**src/pkg/ack_ctrl_pkg.sv**
```systemverilog
// Shared constants and types for the latch acknowledge controller
package ack_ctrl_pkg;
    // Clock rate in Hz
    localparam int unsigned CLK_HZ = 25000000;
    // Long-press hold, ms
    localparam int unsigned LONG_PRESS_MS = 1000;
    // Long-press hold in cycles
    localparam int unsigned LONG_PRESS_CYC = (CLK_HZ / 1000) * LONG_PRESS_MS;
    // LED test phase, ms
    localparam int unsigned LED_PHASE_MS = 1000;
    // LED test phase in cycles
    localparam int unsigned LED_PHASE_CYC = (CLK_HZ / 1000) * LED_PHASE_MS;
    // Counter width for both timers
    localparam int unsigned TIMER_W = 26;

    // Long-press scope setting codes
    typedef enum logic [2:0]
    {
        SCOPE_NOTHING = 3'h0,
        SCOPE_LEDS_NO_PASSWORD = 3'h1,
        SCOPE_LEDS = 3'h2,
        SCOPE_LEDS_RELAYS = 3'h3,
        SCOPE_EVERYTHING = 3'h4
    } scope_e;
    // Scope value after reset
    localparam logic [2:0] SCOPE_RESET = 3'h1;

    // Category bit positions
    localparam int unsigned CAT_LED = 0;
    localparam int unsigned CAT_RELAY = 1;
    localparam int unsigned CAT_SCADA = 2;
    localparam int unsigned CAT_TRIP = 3;
    localparam int unsigned CAT_W = 4;
endpackage : ack_ctrl_pkg

```
**src/design/clear_key_timer.sv**
```systemverilog
// Clear-key hold timer separating short and long presses
`timescale 1ns/10ps
`default_nettype none
module clear_key_timer #(
    parameter int unsigned HOLD_CYC = ack_ctrl_pkg::LONG_PRESS_CYC
) (
    input wire logic clk_sys,
    input wire logic reset_n,
    input wire logic keyDown,
    output logic shortPress,
    output logic longPress
);
    // Counter cannot serve a zero or oversized threshold
    initial
    begin
        if (HOLD_CYC < 1 || HOLD_CYC >= (1 << ack_ctrl_pkg::TIMER_W))
        begin
            $error("HOLD_CYC out of range");
        end
    end

    // Hold count, saturates at threshold
    logic [ack_ctrl_pkg::TIMER_W-1:0] holdCnt_r;
    // Long press already reported for this hold
    logic longDone_r;
    logic keyPrev_r;
    localparam logic [ack_ctrl_pkg::TIMER_W-1:0] LAST = ack_ctrl_pkg::TIMER_W'(HOLD_CYC - 1);

    // Count held cycles; restart on release
    always_ff @(posedge clk_sys or negedge reset_n)
    begin
        if (!reset_n)
        begin
            holdCnt_r <= '0;
            longDone_r <= 1'b0;
            keyPrev_r <= 1'b0;
        end
        else
        begin
            keyPrev_r <= keyDown;
            if (!keyDown)
            begin
                holdCnt_r <= '0;
                longDone_r <= 1'b0;
            end
            else if (holdCnt_r == LAST)
            begin
                // One long press per hold
                longDone_r <= 1'b1;
            end
            else
            begin
                holdCnt_r <= holdCnt_r + 1'b1;
            end
        end
    end

    // Pulses; release before threshold is short
    assign longPress = keyDown && (holdCnt_r == LAST) && !longDone_r;
    assign shortPress = keyPrev_r && !keyDown && !longDone_r;
endmodule : clear_key_timer
`default_nettype wire

```
**src/design/led_test_seq.sv**
```systemverilog
// LED test sequencer: red phase then green phase
`timescale 1ns/10ps
`default_nettype none
module led_test_seq #(
    parameter int unsigned PHASE_CYC = ack_ctrl_pkg::LED_PHASE_CYC
) (
    input wire logic clk_sys,
    input wire logic reset_n,
    input wire logic start,
    output logic testRed,
    output logic testGreen
);
    // Reject thresholds the counter cannot hold
    initial
    begin
        if (PHASE_CYC < 1 || PHASE_CYC >= (1 << ack_ctrl_pkg::TIMER_W))
        begin
            $error("PHASE_CYC out of range");
        end
    end

    typedef enum logic [1:0]
    {
        T_IDLE = 2'b00,
        T_RED = 2'b01,
        T_GREEN = 2'b10
    } test_e;
    test_e st_r;
    logic [ack_ctrl_pkg::TIMER_W-1:0] cnt_r;
    localparam logic [ack_ctrl_pkg::TIMER_W-1:0] LAST = ack_ctrl_pkg::TIMER_W'(PHASE_CYC - 1);

    // Phase sequencing; a new start restarts the test
    always_ff @(posedge clk_sys or negedge reset_n)
    begin
        if (!reset_n)
        begin
            st_r <= T_IDLE;
            cnt_r <= '0;
        end
        else if (start)
        begin
            st_r <= T_RED;
            cnt_r <= '0;
        end
        else
        begin
            case (st_r)
                T_RED:
                begin
                    cnt_r <= (cnt_r == LAST) ? '0 : cnt_r + 1'b1;
                    if (cnt_r == LAST)
                    begin
                        st_r <= T_GREEN;
                    end
                end
                T_GREEN:
                begin
                    cnt_r <= (cnt_r == LAST) ? '0 : cnt_r + 1'b1;
                    if (cnt_r == LAST)
                    begin
                        st_r <= T_IDLE;
                    end
                end
                default:
                begin
                    cnt_r <= '0;
                end
            endcase
        end
    end

    // Colour flags decoded from the phase state register
    assign testRed = (st_r == T_RED);
    assign testGreen = (st_r == T_GREEN);
endmodule : led_test_seq
`default_nettype wire

```
**src/design/latch_acknowledge_controller.sv**
```systemverilog
// Latch acknowledge controller: clears latched LEDs, relays, SCADA and trips
`timescale 1ns/10ps
`default_nettype none
module latch_acknowledge_controller #(
    parameter int unsigned N_LED = 14,
    parameter int unsigned N_RELAY = 8,
    parameter int unsigned N_SCADA = 8,
    parameter int unsigned N_SG = 6,
    parameter int unsigned HOLD_CYC = ack_ctrl_pkg::LONG_PRESS_CYC,
    parameter int unsigned PHASE_CYC = ack_ctrl_pkg::LED_PHASE_CYC
) (
    input wire logic clk_sys,
    input wire logic reset_n,
    input wire logic clearKey,
    input wire logic paramSetMode,
    input wire logic menuOpenNav,
    input wire logic [3:0] softkeySelect,
    input wire logic softkeyConfirm,
    input wire logic softkeyCancel,
    input wire logic scopeWrite,
    input wire logic [2:0] scopeValue,
    input wire logic passwordValid,
    input wire logic first_protection_access_level_empty,
    input wire logic remotePermit,
    input wire logic clear_all_latched_cmd,
    input wire logic switchgear_trip_clear_cmd,
    input wire logic [7:0] switchgearSel,
    input wire logic remoteLedClear,
    input wire logic remoteRelayClear,
    input wire logic remoteScadaClear,
    input wire logic [N_LED-1:0] ledSet,
    input wire logic [N_RELAY-1:0] relaySet,
    input wire logic [N_SCADA-1:0] scadaSet,
    input wire logic [N_SG-1:0] tripSet,
    input wire logic [N_RELAY-1:0] relayOffDelayDone,
    output logic [N_LED-1:0] ledLatched,
    output logic [N_RELAY-1:0] relayLatched,
    output logic [N_SCADA-1:0] scadaLatched,
    output logic [N_SG-1:0] tripPending,
    output logic menuActive,
    output logic passwordRequest,
    output logic [2:0] scopeSetting,
    output logic ledClearPulse,
    output logic relayClearPulse,
    output logic scadaClearPulse,
    output logic tripClearPulse,
    output logic ledTestRed,
    output logic ledTestGreen
);
    // Widths the selector and latches can serve
    initial
    begin
        if (N_LED < 1 || N_RELAY < 1 || N_SCADA < 1 || N_SG < 1 || N_SG > 256)
        begin
            $error("bad instance counts");
        end
    end

    localparam int unsigned CL = ack_ctrl_pkg::CAT_LED;
    localparam int unsigned CR = ack_ctrl_pkg::CAT_RELAY;
    localparam int unsigned CS = ack_ctrl_pkg::CAT_SCADA;
    localparam int unsigned CT = ack_ctrl_pkg::CAT_TRIP;

    // Long-press scope to category mask
    function automatic logic [3:0] scopeCats(input logic [2:0] s);
        logic [3:0] m;
        m = 4'h0;
        if (s == ack_ctrl_pkg::SCOPE_LEDS_NO_PASSWORD || s == ack_ctrl_pkg::SCOPE_LEDS)
        begin
            m[CL] = 1'b1;
        end
        else if (s == ack_ctrl_pkg::SCOPE_LEDS_RELAYS)
        begin
            m[CL] = 1'b1;
            m[CR] = 1'b1;
        end
        else if (s == ack_ctrl_pkg::SCOPE_EVERYTHING)
        begin
            m = 4'hF;
        end
        return m;
    endfunction : scopeCats

    // Password needed for these categories
    function automatic logic needsPw(input logic [3:0] cats, input logic lvlEmpty);
        logic other;
        other = cats[CR] | cats[CS] | cats[CT];
        // Empty first level waives relay, SCADA and trip checks
        return cats[CL] | (other & !lvlEmpty);
    endfunction : needsPw

    // Key timing
    logic shortPress;
    logic longPress;
    clear_key_timer #(.HOLD_CYC(HOLD_CYC)) uKey (
        .clk_sys(clk_sys),
        .reset_n(reset_n),
        .keyDown(clearKey && !paramSetMode),
        .shortPress(shortPress),
        .longPress(longPress)
    );

    // Scope setting register
    logic [2:0] scope_r;
    always_ff @(posedge clk_sys or negedge reset_n)
    begin
        if (!reset_n)
        begin
            scope_r <= ack_ctrl_pkg::SCOPE_RESET;
        end
        else if (scopeWrite && scopeValue <= 3'h4)
        begin
            scope_r <= scopeValue;
        end
    end
    assign scopeSetting = scope_r;

    // Panel state: menu and pending password wait
    typedef enum logic [1:0]
    {
        P_IDLE = 2'b00,
        P_MENU = 2'b01,
        P_PASSWORD = 2'b10
    } panel_e;
    panel_e pst_r;
    // Softkey-picked categories in the menu
    logic [3:0] menuSel_r;
    // Categories awaiting password
    logic [3:0] pendCats_r;

    // Panel requests this cycle
    logic [3:0] longCats;
    logic longFire;
    logic [3:0] confirmCats;
    logic [3:0] panelGo;
    always_comb
    begin
        longCats = scopeCats(scope_r);
        // Scope nothing yields empty mask, long press ignored
        longFire = longPress && (longCats != 4'h0);
        confirmCats = menuSel_r | softkeySelect;
        panelGo = 4'h0;
        if (pst_r == P_PASSWORD && passwordValid)
        begin
            panelGo = pendCats_r;
        end
        else if (pst_r != P_PASSWORD && longFire
                 && !(needsPw(longCats, first_protection_access_level_empty)
                      && scope_r != ack_ctrl_pkg::SCOPE_LEDS_NO_PASSWORD))
        begin
            panelGo = longCats;
        end
        else if (pst_r == P_MENU && softkeyConfirm
                 && !needsPw(confirmCats, first_protection_access_level_empty))
        begin
            panelGo = confirmCats;
        end
    end

    // Panel state machine
    always_ff @(posedge clk_sys or negedge reset_n)
    begin
        if (!reset_n)
        begin
            pst_r <= P_IDLE;
            menuSel_r <= 4'h0;
            pendCats_r <= 4'h0;
        end
        else
        begin
            case (pst_r)
                P_IDLE:
                begin
                    menuSel_r <= 4'h0;
                    if (longFire && panelGo == 4'h0)
                    begin
                        // Long press needing password
                        pendCats_r <= longCats;
                        pst_r <= P_PASSWORD;
                    end
                    else if (shortPress || menuOpenNav)
                    begin
                        pst_r <= P_MENU;
                    end
                end
                P_MENU:
                begin
                    menuSel_r <= confirmCats;
                    if (softkeyCancel)
                    begin
                        pst_r <= P_IDLE;
                    end
                    else if (longFire && panelGo == longCats)
                    begin
                        pst_r <= P_IDLE;
                    end
                    else if (longFire)
                    begin
                        pendCats_r <= longCats;
                        pst_r <= P_PASSWORD;
                    end
                    else if (softkeyConfirm && confirmCats != 4'h0)
                    begin
                        pendCats_r <= confirmCats;
                        pst_r <= (panelGo != 4'h0) ? P_IDLE : P_PASSWORD;
                    end
                end
                P_PASSWORD:
                begin
                    if (passwordValid || softkeyCancel)
                    begin
                        pst_r <= P_IDLE;
                    end
                end
                default:
                begin
                    pst_r <= P_IDLE;
                end
            endcase
        end
    end
    assign menuActive = (pst_r == P_MENU);
    assign passwordRequest = (pst_r == P_PASSWORD);

    // Remote sources need permit
    logic [3:0] remoteCats;
    logic sgHit;
    always_comb
    begin
        remoteCats = 4'h0;
        if (remotePermit)
        begin
            remoteCats[CL] = remoteLedClear | clear_all_latched_cmd;
            remoteCats[CR] = remoteRelayClear | clear_all_latched_cmd;
            remoteCats[CS] = remoteScadaClear | clear_all_latched_cmd;
            remoteCats[CT] = clear_all_latched_cmd;
        end
        sgHit = remotePermit && switchgear_trip_clear_cmd;
    end

    // Accepted categories this cycle
    logic [3:0] go;
    assign go = panelGo | remoteCats;

    // Selected switchgear one-hot
    logic [N_SG-1:0] sgMask;
    always_comb
    begin
        sgMask = '0;
        for (int i = 0; i < N_SG; i++)
        begin
            sgMask[i] = sgHit && (switchgearSel == 8'(i));
        end
    end

    // Latches: set wins
    always_ff @(posedge clk_sys or negedge reset_n)
    begin
        if (!reset_n)
        begin
            ledLatched <= '0;
            relayLatched <= '0;
            scadaLatched <= '0;
            tripPending <= '0;
        end
        else
        begin
            ledLatched <= ledSet | (ledLatched & ~({N_LED{go[CL]}}));
            // Relay clears act only on relays whose off-delay is done; others stay latched
            relayLatched <= relaySet
                | (relayLatched & ~({N_RELAY{go[CR]}} & relayOffDelayDone));
            scadaLatched <= scadaSet | (scadaLatched & ~({N_SCADA{go[CS]}}));
            tripPending <= tripSet | (tripPending & ~({N_SG{go[CT]}} | sgMask));
        end
    end

    // Per-category pulses, one cycle
    always_ff @(posedge clk_sys or negedge reset_n)
    begin
        if (!reset_n)
        begin
            ledClearPulse <= 1'b0;
            relayClearPulse <= 1'b0;
            scadaClearPulse <= 1'b0;
            tripClearPulse <= 1'b0;
        end
        else
        begin
            ledClearPulse <= go[CL];
            relayClearPulse <= go[CR];
            scadaClearPulse <= go[CS];
            tripClearPulse <= go[CT] | (|sgMask);
        end
    end

    // LED test after any LED clear
    led_test_seq #(.PHASE_CYC(PHASE_CYC)) uTest (
        .clk_sys(clk_sys),
        .reset_n(reset_n),
        .start(go[CL]),
        .testRed(ledTestRed),
        .testGreen(ledTestGreen)
    );
endmodule : latch_acknowledge_controller
`default_nettype wire

```
**config.mk**
```make
export PLATFORM = sky130hd
export DESIGN_NAME = latch_acknowledge_controller
export DESIGN_NICKNAME = d
export VERILOG_FILES = /design/src/pkg/ack_ctrl_pkg.sv /design/src/design/clear_key_timer.sv /design/src/design/led_test_seq.sv /design/src/design/latch_acknowledge_controller.sv
export SDC_FILE = /design/constraint.sdc
export NUM_CORES = 1
export LEC_CHECK = 0
export ABC_CLOCK_PERIOD_IN_PS = 3950
export BUFFER_PORTS_ARGS = -buffer_cell sky130_fd_sc_hd__clkbuf_2
export CORE_MARGIN = 2
export CORE_UTILIZATION = 55
export DETAILED_ROUTE_END_ITERATION = 16
export GPL_TIMING_DRIVEN = 0
export HOLD_SLACK_MARGIN = 0.06
export PLACE_DENSITY = 0.81
export SYNTH_ARGS = -nofsm -noshare
export SYNTH_HDL_FRONTEND = slang
export SYNTH_HIERARCHICAL = 1
export SYNTH_SLANG_ARGS = --single-unit
```
**constraint.sdc**
```tcl
create_clock -name clk_sys -period 3.95 [get_ports clk_sys]
set_clock_uncertainty 0.15 [all_clocks]
set_input_delay 0.395 -clock clk_sys [delete_from_list [all_inputs] [get_ports clk_sys]]
set_output_delay 0.395 -clock clk_sys [all_outputs]
set_load 0.02 [all_outputs]
```
==> flow_metrics.env, run 1 <==
export IMPL_synth_ff_type="dfrtp_1"
export IMPL_boundaryPins=122
export IMPL_io_buffers=121
export IMPL_crit_type="flip-flop to flip-flop"
export IMPL_diodes=0
export IMPL_overflow=0
export IMPL_synth_area_leaders="dfrtp_1 48%, a21o_1 4.2%, nand2_1 3.4%"
export IMPL_initial_utilization_pct=56.8
export IMPL_drt_pass1_iter_count=5
export IMPL_cts_tree="yes"
export IMPL_fp_dieW_um=105
export IMPL_syn_cell_area_um2=5580
export IMPL_final_hold_viol_count=0
export IMPL_cp_max_fo=10
export IMPL_wl_um=14800
export IMPL_grt_pass1_vias=5013
export IMPL_core_um2=9820
export IMPL_clkLatencyLatePin_ns=0.39
export IMPL_syn_inst=549
export IMPL_peakVddDrop_v=0.000222
export IMPL_cts_made_buffers=9
export IMPL_hp_class="input port to flip-flop"
export IMPL_ys_warn_count=6
export IMPL_rows=36
export IMPL_ys_types=66
export IMPL_syn_nets=628
export IMPL_clk_pin_slew_ns=0.11
export IMPL_syn_area_per_cell_um2=10.2
export IMPL_outcome="complete, no violations"
export IMPL_power_leakage_uw=0.00311
export IMPL_htree_levels=3
export IMPL_synth_edf_count=0
export IMPL_hpwl_um=9590
export IMPL_grt_usage_pct=27.8
export IMPL_start_kind="flip-flop"
export IMPL_syn_to_final_growth_pct=25.2
export IMPL_drive_above_1_share_pct=26.7
export IMPL_worstMarginPinSlew_ns=0.833
export IMPL_worstPathArrival_ns=3.89
export IMPL_fin_ws_ns=0.225
export IMPL_synth_top_cell_area_share_pct=48.4
export IMPL_ys_seq_elements=109
export IMPL_seq_area_frac_synth_pct=48.9
export IMPL_post_route_period_util_pct=94.3
export IMPL_root_buffer="clkbuf_8"
export IMPL_drtAntennaViolNets=0
export IMPL_grt_max_degree=110
export IMPL_drt_initial_drc_count=325
export IMPL_drc=0
export IMPL_antenna_found_initial=0
export IMPL_fin_crit_ns=3.73
export IMPL_vias=5046
export IMPL_slew_headroom_pct=44.5
export IMPL_n_fill_cell=681
export IMPL_viasPerCell=5.87
export IMPL_gp_congestion=0.917
export IMPL_cap_viol_max_count=0
export IMPL_nNetsFinal=800
export IMPL_clockBufferDepth=2
export IMPL_grt_pass1_wl_um=24800
export IMPL_die_area_um2=11000
export IMPL_powerDensity_nw_per_um2=380
export IMPL_finalMaxSlewViolations=0
export IMPL_setup_viol=0
export IMPL_final_util_pct=71.1
export IMPL_clock_sinks=109
export IMPL_end_kind="flip-flop"
export IMPL_async_reset_ff_share_pct=100
export IMPL_max_freq_mhz=268
export IMPL_required_ns=4.11
export IMPL_die_h_um=105
export IMPL_place_ws_ns=-0.101
export IMPL_yosysTopAreaCell="dfrtp_1"
export IMPL_post_drt_wl_per_cell_um=17.2
==> cell usage after synthesis (2+ instances only) <==
cell / instances
or2_2: 3
nand3_1: 18
nand3b_1: 3
and4_1: 9
and3_1: 8
nand4_4: 3
inv_1: 15
clkbuf_1: 8
nor4bb_1: 2
nor4_1: 7
a31oi_1: 3
nor3_1: 11
o2111ai_1: 3
ha_1: 4
a21oi_1: 30
a2111oi_2: 2
a21o_1: 31
nor2_1: 35
a31o_2: 7
nand2b_1: 10
nor3b_1: 4
mux2i_1: 8
a21oi_2: 7
o21a_1: 4
xor2_1: 13
o31ai_1: 12
nand2_1: 51
nor2b_1: 5
a21boi_0: 2
dfrtp_1: 108
xnor2_1: 2
mux2_2: 4
nand4b_1: 2
a211oi_1: 3
or4_1: 14
buf_6: 8
nand4_1: 12
and2_1: 9
buf_2: 6
o21bai_1: 2
or3_1: 13
o21ai_0: 24
==> report_power, final <==
| group | internal [uW] | total (uW) | switching [uW] |
|---|---|---|---|
| Sequential | 1220 | 1310 | 82.1 |
| Combinational | 270 | 664 | 395 |
| Clock | 252 | 687 | 435 |
==> final timing paths <==
| kind | from | endpoint | slack (ns) | depth (start not counted) |
|---|---|---|---|---|
| setup / recovery | uKey/holdCnt_r[0] | uTest/cnt_r[19] | 0.22 | 17 |
| hold / removal | scopeValue[1] | scopeSetting[0] | 0.09 | 3 |
| setup reg to reg | uKey/holdCnt_r[0] | uTest/cnt_r[19] | 0.22 | 17 |
| hold reg to reg | uTest/cnt_r[0] | uTest/cnt_r[0] | 0.31 | 1 |
| max in group asynchronous | reset_n | uKey/holdCnt_r[0] | 2.53 | 2 |
| min in group asynchronous | reset_n | tripPending[1] | 0.55 | 2 |
==> metal layers <==
metal / routed length (um) / GRT usage (%) / vias to the layer above / share of wire, %
met5: 0 / 0 / - / 0
met4: 448 / 11.0 / 0 / 3.0
met3: 881 / 5.12 / 38 / 6.0
met2: 7330 / 46.7 / 200 / 50
met1: 6110 / 35.5 / 2451 / 41
li1: - / - / 2357 / -
==> what timing repair did <==
action | 4_1_cts | 5_1_grt
resized for setup | 2 | 4
hold buffers | 39 | 0
buffers inserted | 0 | 1
pin swaps | 1 | 1
endpoints found under the hold margin | 146 | 0
endpoints found under the setup margin | 24 | 37
==> critical path: stages (launching register included) <==
cell,delay [ns]
dfrtp_1,0.42
ha_1,0.23
and2_1,0.15
buf_2,0.18
and4_1,0.19
buf_2,0.19
nand2_1,0.12
nor3_2,0.07
nor4bb_4,0.19
a22o_1,0.27
nor2_4,0.22
clkbuf_2,0.27
inv_1,0.12
or2_2,0.30
a31o_1,0.19
buf_6,0.14
buf_6,0.15
a21oi_2,0.11
==> kinds of logic after synthesis <==
| family | count (synthesis) | synth area share (%) |
|---|---|---|
| fa+ha+maj | 4 | 0.897 |
| simple gates | 225 | 23.1 |
| flops | 109 | 48.9 |
| mux | 12 | 2.24 |
| xor+xnor | 15 | 2.35 |
| compound gates | 145 | 18.6 |
| buf+inv | 39 | 3.86 |
==> flip-flops by register name, indices dropped and copies added (netlist names) <==
name / cells
uTest/cnt_r: 26
pst_r: 2
uTest/st_r: 2
ledClearPulse: 1
menuSel_r: 4
scadaClearPulse: 1
scopeSetting: 3
relayLatched: 8
relayClearPulse: 1
ledLatched: 14
tripPending: 6
scadaLatched: 8
uKey/holdCnt_r: 26
tripClearPulse: 1
pendCats_r: 4
uKey/keyPrev_r: 1
uKey/longDone_r: 1
==> layout make-up <==
class | instances | area [um2] | share of cell area (%)
Buffer | 23 | 156 | 2.24
Sequential cell | 109 | 2730 | 39.1
Timing Repair Buffer | 161 | 1010 | 14.5
Tap cell | 133 | 166 | 2.38
Inverter | 16 | 60.1 | 0.860
Multi-Input combinational cell | 401 | 2660 | 38.1
Clock buffer | 9 | 124 | 1.77
Clock inverter | 7 | 72.6 | 1.04
==> layout by cell type, fill, tap and decap left out, drive strengths merged, types with 3 or more instances in the layout <==
cell and instances:
clkbuf 139, dfrtp 108, nand2 51, dlygate4sd3 39, a21oi 37, nor2 35, a21o 31, o21ai 24
inv 20, nand3 19, or4 15, nand4 15, buf 15, or3 13, xor2 13, o31ai 12
nor3 11, nand2b 10, and4 10, and2 10, and3 8, mux2i 8, a31o 8, nor4 7
nor2b 5, o21a 4, nor3b 4, mux2 4, ha 4, or2 3, nand3b 3, a31oi 3
o2111ai 3, a211oi 3, nor4bb 3, clkinv 3
==> stage by stage <==
step	setup TNS (ns)	power [uW]	cell area [um2]	hold WS [ns]	std cells
after floorplan	0	1710	5580	-0.0506	549
after global placement	-0.384	1910	6350	0.287	803
after detailed placement	-1.63	1930	6360	0.298	803
after CTS	0	2650	6950	0.0695	858
after global routing	-0.253	2790	6980	0.0764	859
final	0	2660	6980	0.0930	859
Note: power is estimated with default switching activity, not from simulation.
==> inputs of run 2 (changes only) <==
- ABC_CLOCK_PERIOD_IN_PS: 3950 -> 3160
- CORE_UTILIZATION: 55 -> 51
- CTS_BUF_LIST: unset -> sky130_fd_sc_hd__clkbuf_2
- PLACE_DENSITY: 0.81 -> 0.79
- clock period: 3.95 -> 3.16 ns (I/O delays scaled with it)
==> flow_metrics.env, run 2 (synthesis gave the netlist of run 1 again) <==
export IMPL_outcome="complete, but fails checks"
export IMPL_violations="negative setup slack"
export IMPL_end_kind="flip-flop"
export IMPL_max_freq_mhz=309
export IMPL_cp_max_fo=4
export IMPL_drt_initial_drc_count=339
export IMPL_dpl_cell_area_um2=6420
export IMPL_grt_usage_pct=26.2
export IMPL_top_regs="uKey/holdCnt_r x26, uTest/cnt_r x26, ledLatched x14"
export IMPL_nNetsFinal=857
export IMPL_clock_sinks=109
export IMPL_worstMarginPinSlew_ns=0.844
export IMPL_power_leakage_uw=0.00336
export IMPL_required_ns=3.52
export IMPL_cap_viol_max_count=0
export IMPL_io_buffers=121
export IMPL_antenna_found_initial=1
export IMPL_peakVddDrop_v=0.000226
export IMPL_cts_made_buffers=9
export IMPL_worstPathArrival_ns=3.60
export IMPL_root_buffer="clkbuf_2"
export IMPL_fp_dieW_um=109
export IMPL_post_drt_wl_per_cell_um=16.7
export IMPL_syn_to_final_growth_pct=34.5
export IMPL_drtAntennaViolNets=0
export IMPL_fin_crit_ns=3.24
export IMPL_r2r_slack_ns=-0.08
export IMPL_initial_utilization_pct=51.9
export IMPL_place_ws_ns=-0.447
export IMPL_clkLatencyLatePin_ns=0.61
export IMPL_crit_type="flip-flop to flip-flop"
export IMPL_start_kind="flip-flop"
export IMPL_post_route_period_util_pct=103
export IMPL_grt_setup_unrepaired="yes"
export IMPL_grt_pass1_wl_um=24400
export IMPL_grt_max_degree=110
export IMPL_layout_commonest_cell="clkbuf_2"
export IMPL_overflow=0
export IMPL_cts_tree="yes"
export IMPL_drive_above_1_share_pct=29.0
export IMPL_hpwl_um=9460
export IMPL_fin_ws_ns=-0.0791
export IMPL_final_util_pct=69.9
export IMPL_core_um2=10700
export IMPL_slew_headroom_pct=43.7
export IMPL_final_cell_mix="133 x clkbuf_2, 108 x dfrtp_1, 71 x dlygate4sd3_1"
export IMPL_instances_no_fill=924
export IMPL_multi_input_area_um2=2740
export IMPL_die_area_um2=11800
export IMPL_grt_pass1_vias=5256
export IMPL_setup_viol=4
export IMPL_die_h_um=109
export IMPL_clk_pin_slew_ns=0.29
export IMPL_boundaryPins=122
export IMPL_fin_area_um2=7510
export IMPL_htree_levels=3
export IMPL_vias=5236
export IMPL_gp_congestion=0.871
export IMPL_rows=38
export IMPL_viasPerCell=5.67
export IMPL_clockBufferDepth=2
export IMPL_wl_um=15400
export IMPL_hp_class="input port to flip-flop"
export IMPL_finalMaxSlewViolations=0
export IMPL_powerDensity_nw_per_um2=416
export IMPL_drt_pass1_iter_count=5
export IMPL_dpl_cell_count=810
export IMPL_drc=0
export IMPL_n_fill_cell=761
export IMPL_seq_area_um2=2730
export IMPL_final_hold_viol_count=0
[run 2: cell types whose count changed in the layout (fill, tap and decap cells not counted), moves of 2 or more]
cell	previous run	this run
buf_2	6	3
buf_4	1	25
buf_6	8	12
clkbuf_2	122	133
clkbuf_8	10	1
dlygate4sd3_1	39	71
inv_6	2	0
inv_8	3	0
mux2_2	4	0
mux2_4	0	4
[run 2: cell type report]
type	count	area share, %
Clock buffer	12	0.800
Tap cell	140	2.33
Clock inverter	4	0.333
Buffer	21	2.23
Multi-Input combinational cell	401	36.5
Timing Repair Buffer	220	20.6
Inverter	16	0.800
Antenna cell	1	0.0333
Sequential cell	109	36.4
[run 2: metal layers]
layer | vias up | wire length [um] | GRT usage (%)
met2 | 171 | 7910 | 47.1
met1 | 2561 | 6430 | 32.1
li1 | 2480 | - | -
met3 | 24 | 703 | 2.65
met4 | 0 | 362 | 10.8
met5 | - | 0 | 0
[run 2: path summary, 6_finish.rpt]
| check | to | cells past startpoint | startpoint |
|---|---|---|---|
| max in group asynchronous | uTest/cnt_r[9] | 2 | reset_n |
| max | pendCats_r[2] | 12 | uKey/holdCnt_r[1] |
| min | ledClearPulse | 5 | remoteLedClear |
| min in group asynchronous | scadaLatched[2] | 2 | reset_n |
| min reg2reg | uTest/cnt_r[0] | 1 | uTest/cnt_r[0] |
| max reg2reg | pendCats_r[2] | 12 | uKey/holdCnt_r[1] |
[run 2: timing repair]
action                                  4_1_cts  5_1_grt
hold buffers                                 71        0
pin swaps                                    12        6
endpoints found under the setup margin       47       40
resized for setup                            12       11
setup buffers                                23        5
hold endpoints to repair                    164        0
[run 2: per-stage QoR]
stage / hold slack [ns] / setup TNS, ns / total power [uW]
after floorplan: -0.130 / -0.133 / 2170
after detailed placement: 0.304 / -13.46 / 2440
final: 0.125 / -0.290 / 3120
after global placement: 0.289 / -9.89 / 2410
after global routing: 0.0823 / -0.860 / 3300
after CTS: 0.0776 / -0.313 / 3100
[run 2: power breakdown]
part	internal, uW	switching [uW]
registers	1530	105
logic	419	510
clock network	111	447
[run 2: worst max-delay path: stages, from the launching register on]
cell      delay (ns)
dfrtp_1         0.46
ha_2            0.20
and2_4          0.14
and4_1          0.23
nand2_4         0.09
nor3_4          0.04
nor4bb_4        0.17
or4_4           0.56
a22oi_2         0.25
o22ai_4         0.12
o311ai_4        0.29
buf_6           0.16
mux2_4          0.29
==> inputs of run 3 (changes only) <==
- PLACE_DENSITY: 0.79 -> unset
- PLACE_DENSITY_LB_ADDON: unset -> 0.05
==> flow_metrics.env, run 3 (synthesis gave the netlist of run 1 again) <==
export IMPL_violations="negative setup slack"
export IMPL_min_from="remoteScadaClear"
export IMPL_final_hold_viol_count=0
export IMPL_crit_path_start="uKey/holdCnt_r[7]"
export IMPL_post_drt_wl_per_cell_um=16.2
export IMPL_wl_um=15000
export IMPL_drc=0
export IMPL_worstPathArrival_ns=3.66
export IMPL_cp_slowest_stage_delay_ns=0.47
export IMPL_peakVddDrop_v=0.000513
export IMPL_grt_usage_pct=26.1
export IMPL_fin_crit_ns=3.30
export IMPL_fp_dieW_um=109
export IMPL_drt_pass1_iter_count=4
export IMPL_cts_made_buffers=9
export IMPL_reg2regPathDepth=12
export IMPL_overflow=0
export IMPL_clock_sinks=109
export IMPL_post_route_period_util_pct=104
export IMPL_cp_slowest_cell="dfrtp_1"
export IMPL_diodes=0
export IMPL_total_power_uw=3400
export IMPL_fin_area_um2=7760
export IMPL_core_um2=10700
export IMPL_n_fill_cell=822
export IMPL_cpLargestDelayFamily="simple AND/OR/NAND/NOR gates"
export IMPL_grt_setup_unrepaired="yes"
export IMPL_start_kind="flip-flop"
export IMPL_hold_depth=5
export IMPL_grt_pass1_wl_um=24200
export IMPL_gp_congestion=0.883
export IMPL_top_regs="uKey/holdCnt_r x26, uTest/cnt_r x26, ledLatched x14"
export IMPL_nNetsFinal=862
export IMPL_vias=5203
export IMPL_clk_pin_slew_ns=0.25
export IMPL_die_h_um=109
export IMPL_crit_chain="nor4bb_4, and4_1, buf_6, nand2_4, nor3_4, nor4bb_4, or4_4, buf_6, o211a_4, o22ai_4, o311ai_4, mux2_4"
export IMPL_cap_viol_max_count=0
export IMPL_fin_ws_ns=-0.138
export IMPL_power_leakage_uw=0.00343
export IMPL_root_buffer="clkbuf_2"
export IMPL_end_kind="flip-flop"
export IMPL_boundaryPins=122
export IMPL_required_ns=3.52
export IMPL_antenna_found_initial=0
export IMPL_max_freq_mhz=303
export IMPL_drt_initial_drc_count=279
export IMPL_die_area_um2=11800
export IMPL_cp_max_fo=6
export IMPL_syn_to_final_growth_pct=39.0
export IMPL_hpwl_um=9250
export IMPL_dpl_cell_area_um2=6420
export IMPL_grt_max_degree=110
export IMPL_cp_num_cells=12
export IMPL_layout_commonest_cell="clkbuf_2"
export IMPL_grt_pass1_vias=5157
export IMPL_drive_above_1_share_pct=30.7
export IMPL_rows=38
export IMPL_initial_utilization_pct=51.9
export IMPL_final_cell_mix="132 x clkbuf_2, 107 x dfrtp_1, 75 x dlygate4sd3_1"
export IMPL_powerDensity_nw_per_um2=438
export IMPL_hp_class="input port to flip-flop"
export IMPL_viasPerCell=5.61
export IMPL_clockBufferDepth=2
export IMPL_crit_type="flip-flop to flip-flop"
export IMPL_htree_levels=3
export IMPL_crit_buf_inv=2
export IMPL_outcome="complete, but fails checks"
export IMPL_finalMaxSlewViolations=0
export IMPL_drtAntennaViolNets=0
export IMPL_cts_tree="yes"
export IMPL_clkLatencyLatePin_ns=0.61
export IMPL_worstMarginPinSlew_ns=0.854
export IMPL_setup_viol=4
export IMPL_io_buffers=121
export IMPL_slew_headroom_pct=43.1
export IMPL_worstReg2RegStart="uKey/holdCnt_r[7]"
-- run 3: cell types whose count changed in the layout (fill, tap and decap cells not counted), moves of 2 or more --
cell	previous run	this run
nor2_4	1	13
clkbuf_16	0	2
nor2_1	34	21
buf_6	12	10
buf_4	25	23
bufinv_16	0	3
dlygate4sd3_1	71	75
-- run 3: what timing repair did --
item                                    in CTS  in global routing
pin swaps                                   11                 14
setup buffers                               15                 11
hold endpoints to repair                   168                  0
gates resized for setup                     22                 29
endpoints found under the setup margin      48                 34
gates cloned                                 0                  3
hold buffers                                75                  0
-- run 3: worst reg2reg max path, stage by stage (launching register included) --
cell      delay, ns
dfrtp_1        0.47
nor4bb_4       0.31
and4_1         0.26
buf_6          0.14
nand2_4        0.06
nor3_4         0.22
nor4bb_4       0.32
or4_4          0.22
buf_6          0.10
o211a_4        0.15
o22ai_4        0.08
o311ai_4       0.42
mux2_4         0.34
-- run 3: final cells by class --
type / instances / area, um2 / area share (%)
clock buffers: 10 / 50.0 / 0.645
repair buffers: 225 / 1620 / 20.9
inverters: 16 / 60.1 / 0.774
flip-flops and latches: 109 / 2730 / 35.2
multi-input cells: 401 / 2840 / 36.7
well taps: 140 / 175 / 2.26
clock inverters: 5 / 100 / 1.29
plain buffers: 21 / 176 / 2.27
-- run 3: per-layer routing --
metal / track usage, % / vias up / part of all wire (%)
li1: - / 2495 / -
met3: 5.91 / 23 / 4.4
met1: 33.2 / 2556 / 42
met2: 44.6 / 129 / 52
met5: 0 / - / 0
met4: 8.15 / 0 / 1.4
-- run 3: where the power goes --
| group | leakage, uW | internal, uW | switching [uW] |
|---|---|---|---|
| Sequential | 0.00135 | 1530 | 107 |
| Combinational | 0.00199 | 443 | 536 |
| Clock | 0.0000918 | 337 | 444 |
-- run 3: path summary, 6_finish.rpt --
check / to / slack, ns
worst max-delay path: pendCats_r[0] / -0.14
worst min-delay path: scadaClearPulse / 0.19
worst max register to register: pendCats_r[0] / -0.14
worst min register to register: uTest/cnt_r[0] / 0.35
max in group asynchronous: uKey/holdCnt_r[18] / 2.05
min in group asynchronous: tripPending[5] / 0.22
-- run 3: metrics by stage --
step | TNS, ns | std cells | setup WS (ns) | hold WS [ns] | util [%]
5_1_grt | -1.29 | 927 | -0.250 | 0.155 | 72.2
2_1_floorplan | -0.133 | 549 | -0.0331 | -0.130 | -
3_3_place_gp | -13.59 | 810 | -0.460 | 0.284 | 59.7
4_1_cts | -0.335 | 914 | -0.0860 | 0.132 | 69.9
3_5_place_dp | -16.46 | 810 | -0.505 | 0.295 | 59.8
6_report | -0.516 | 927 | -0.138 | 0.186 | 72.2
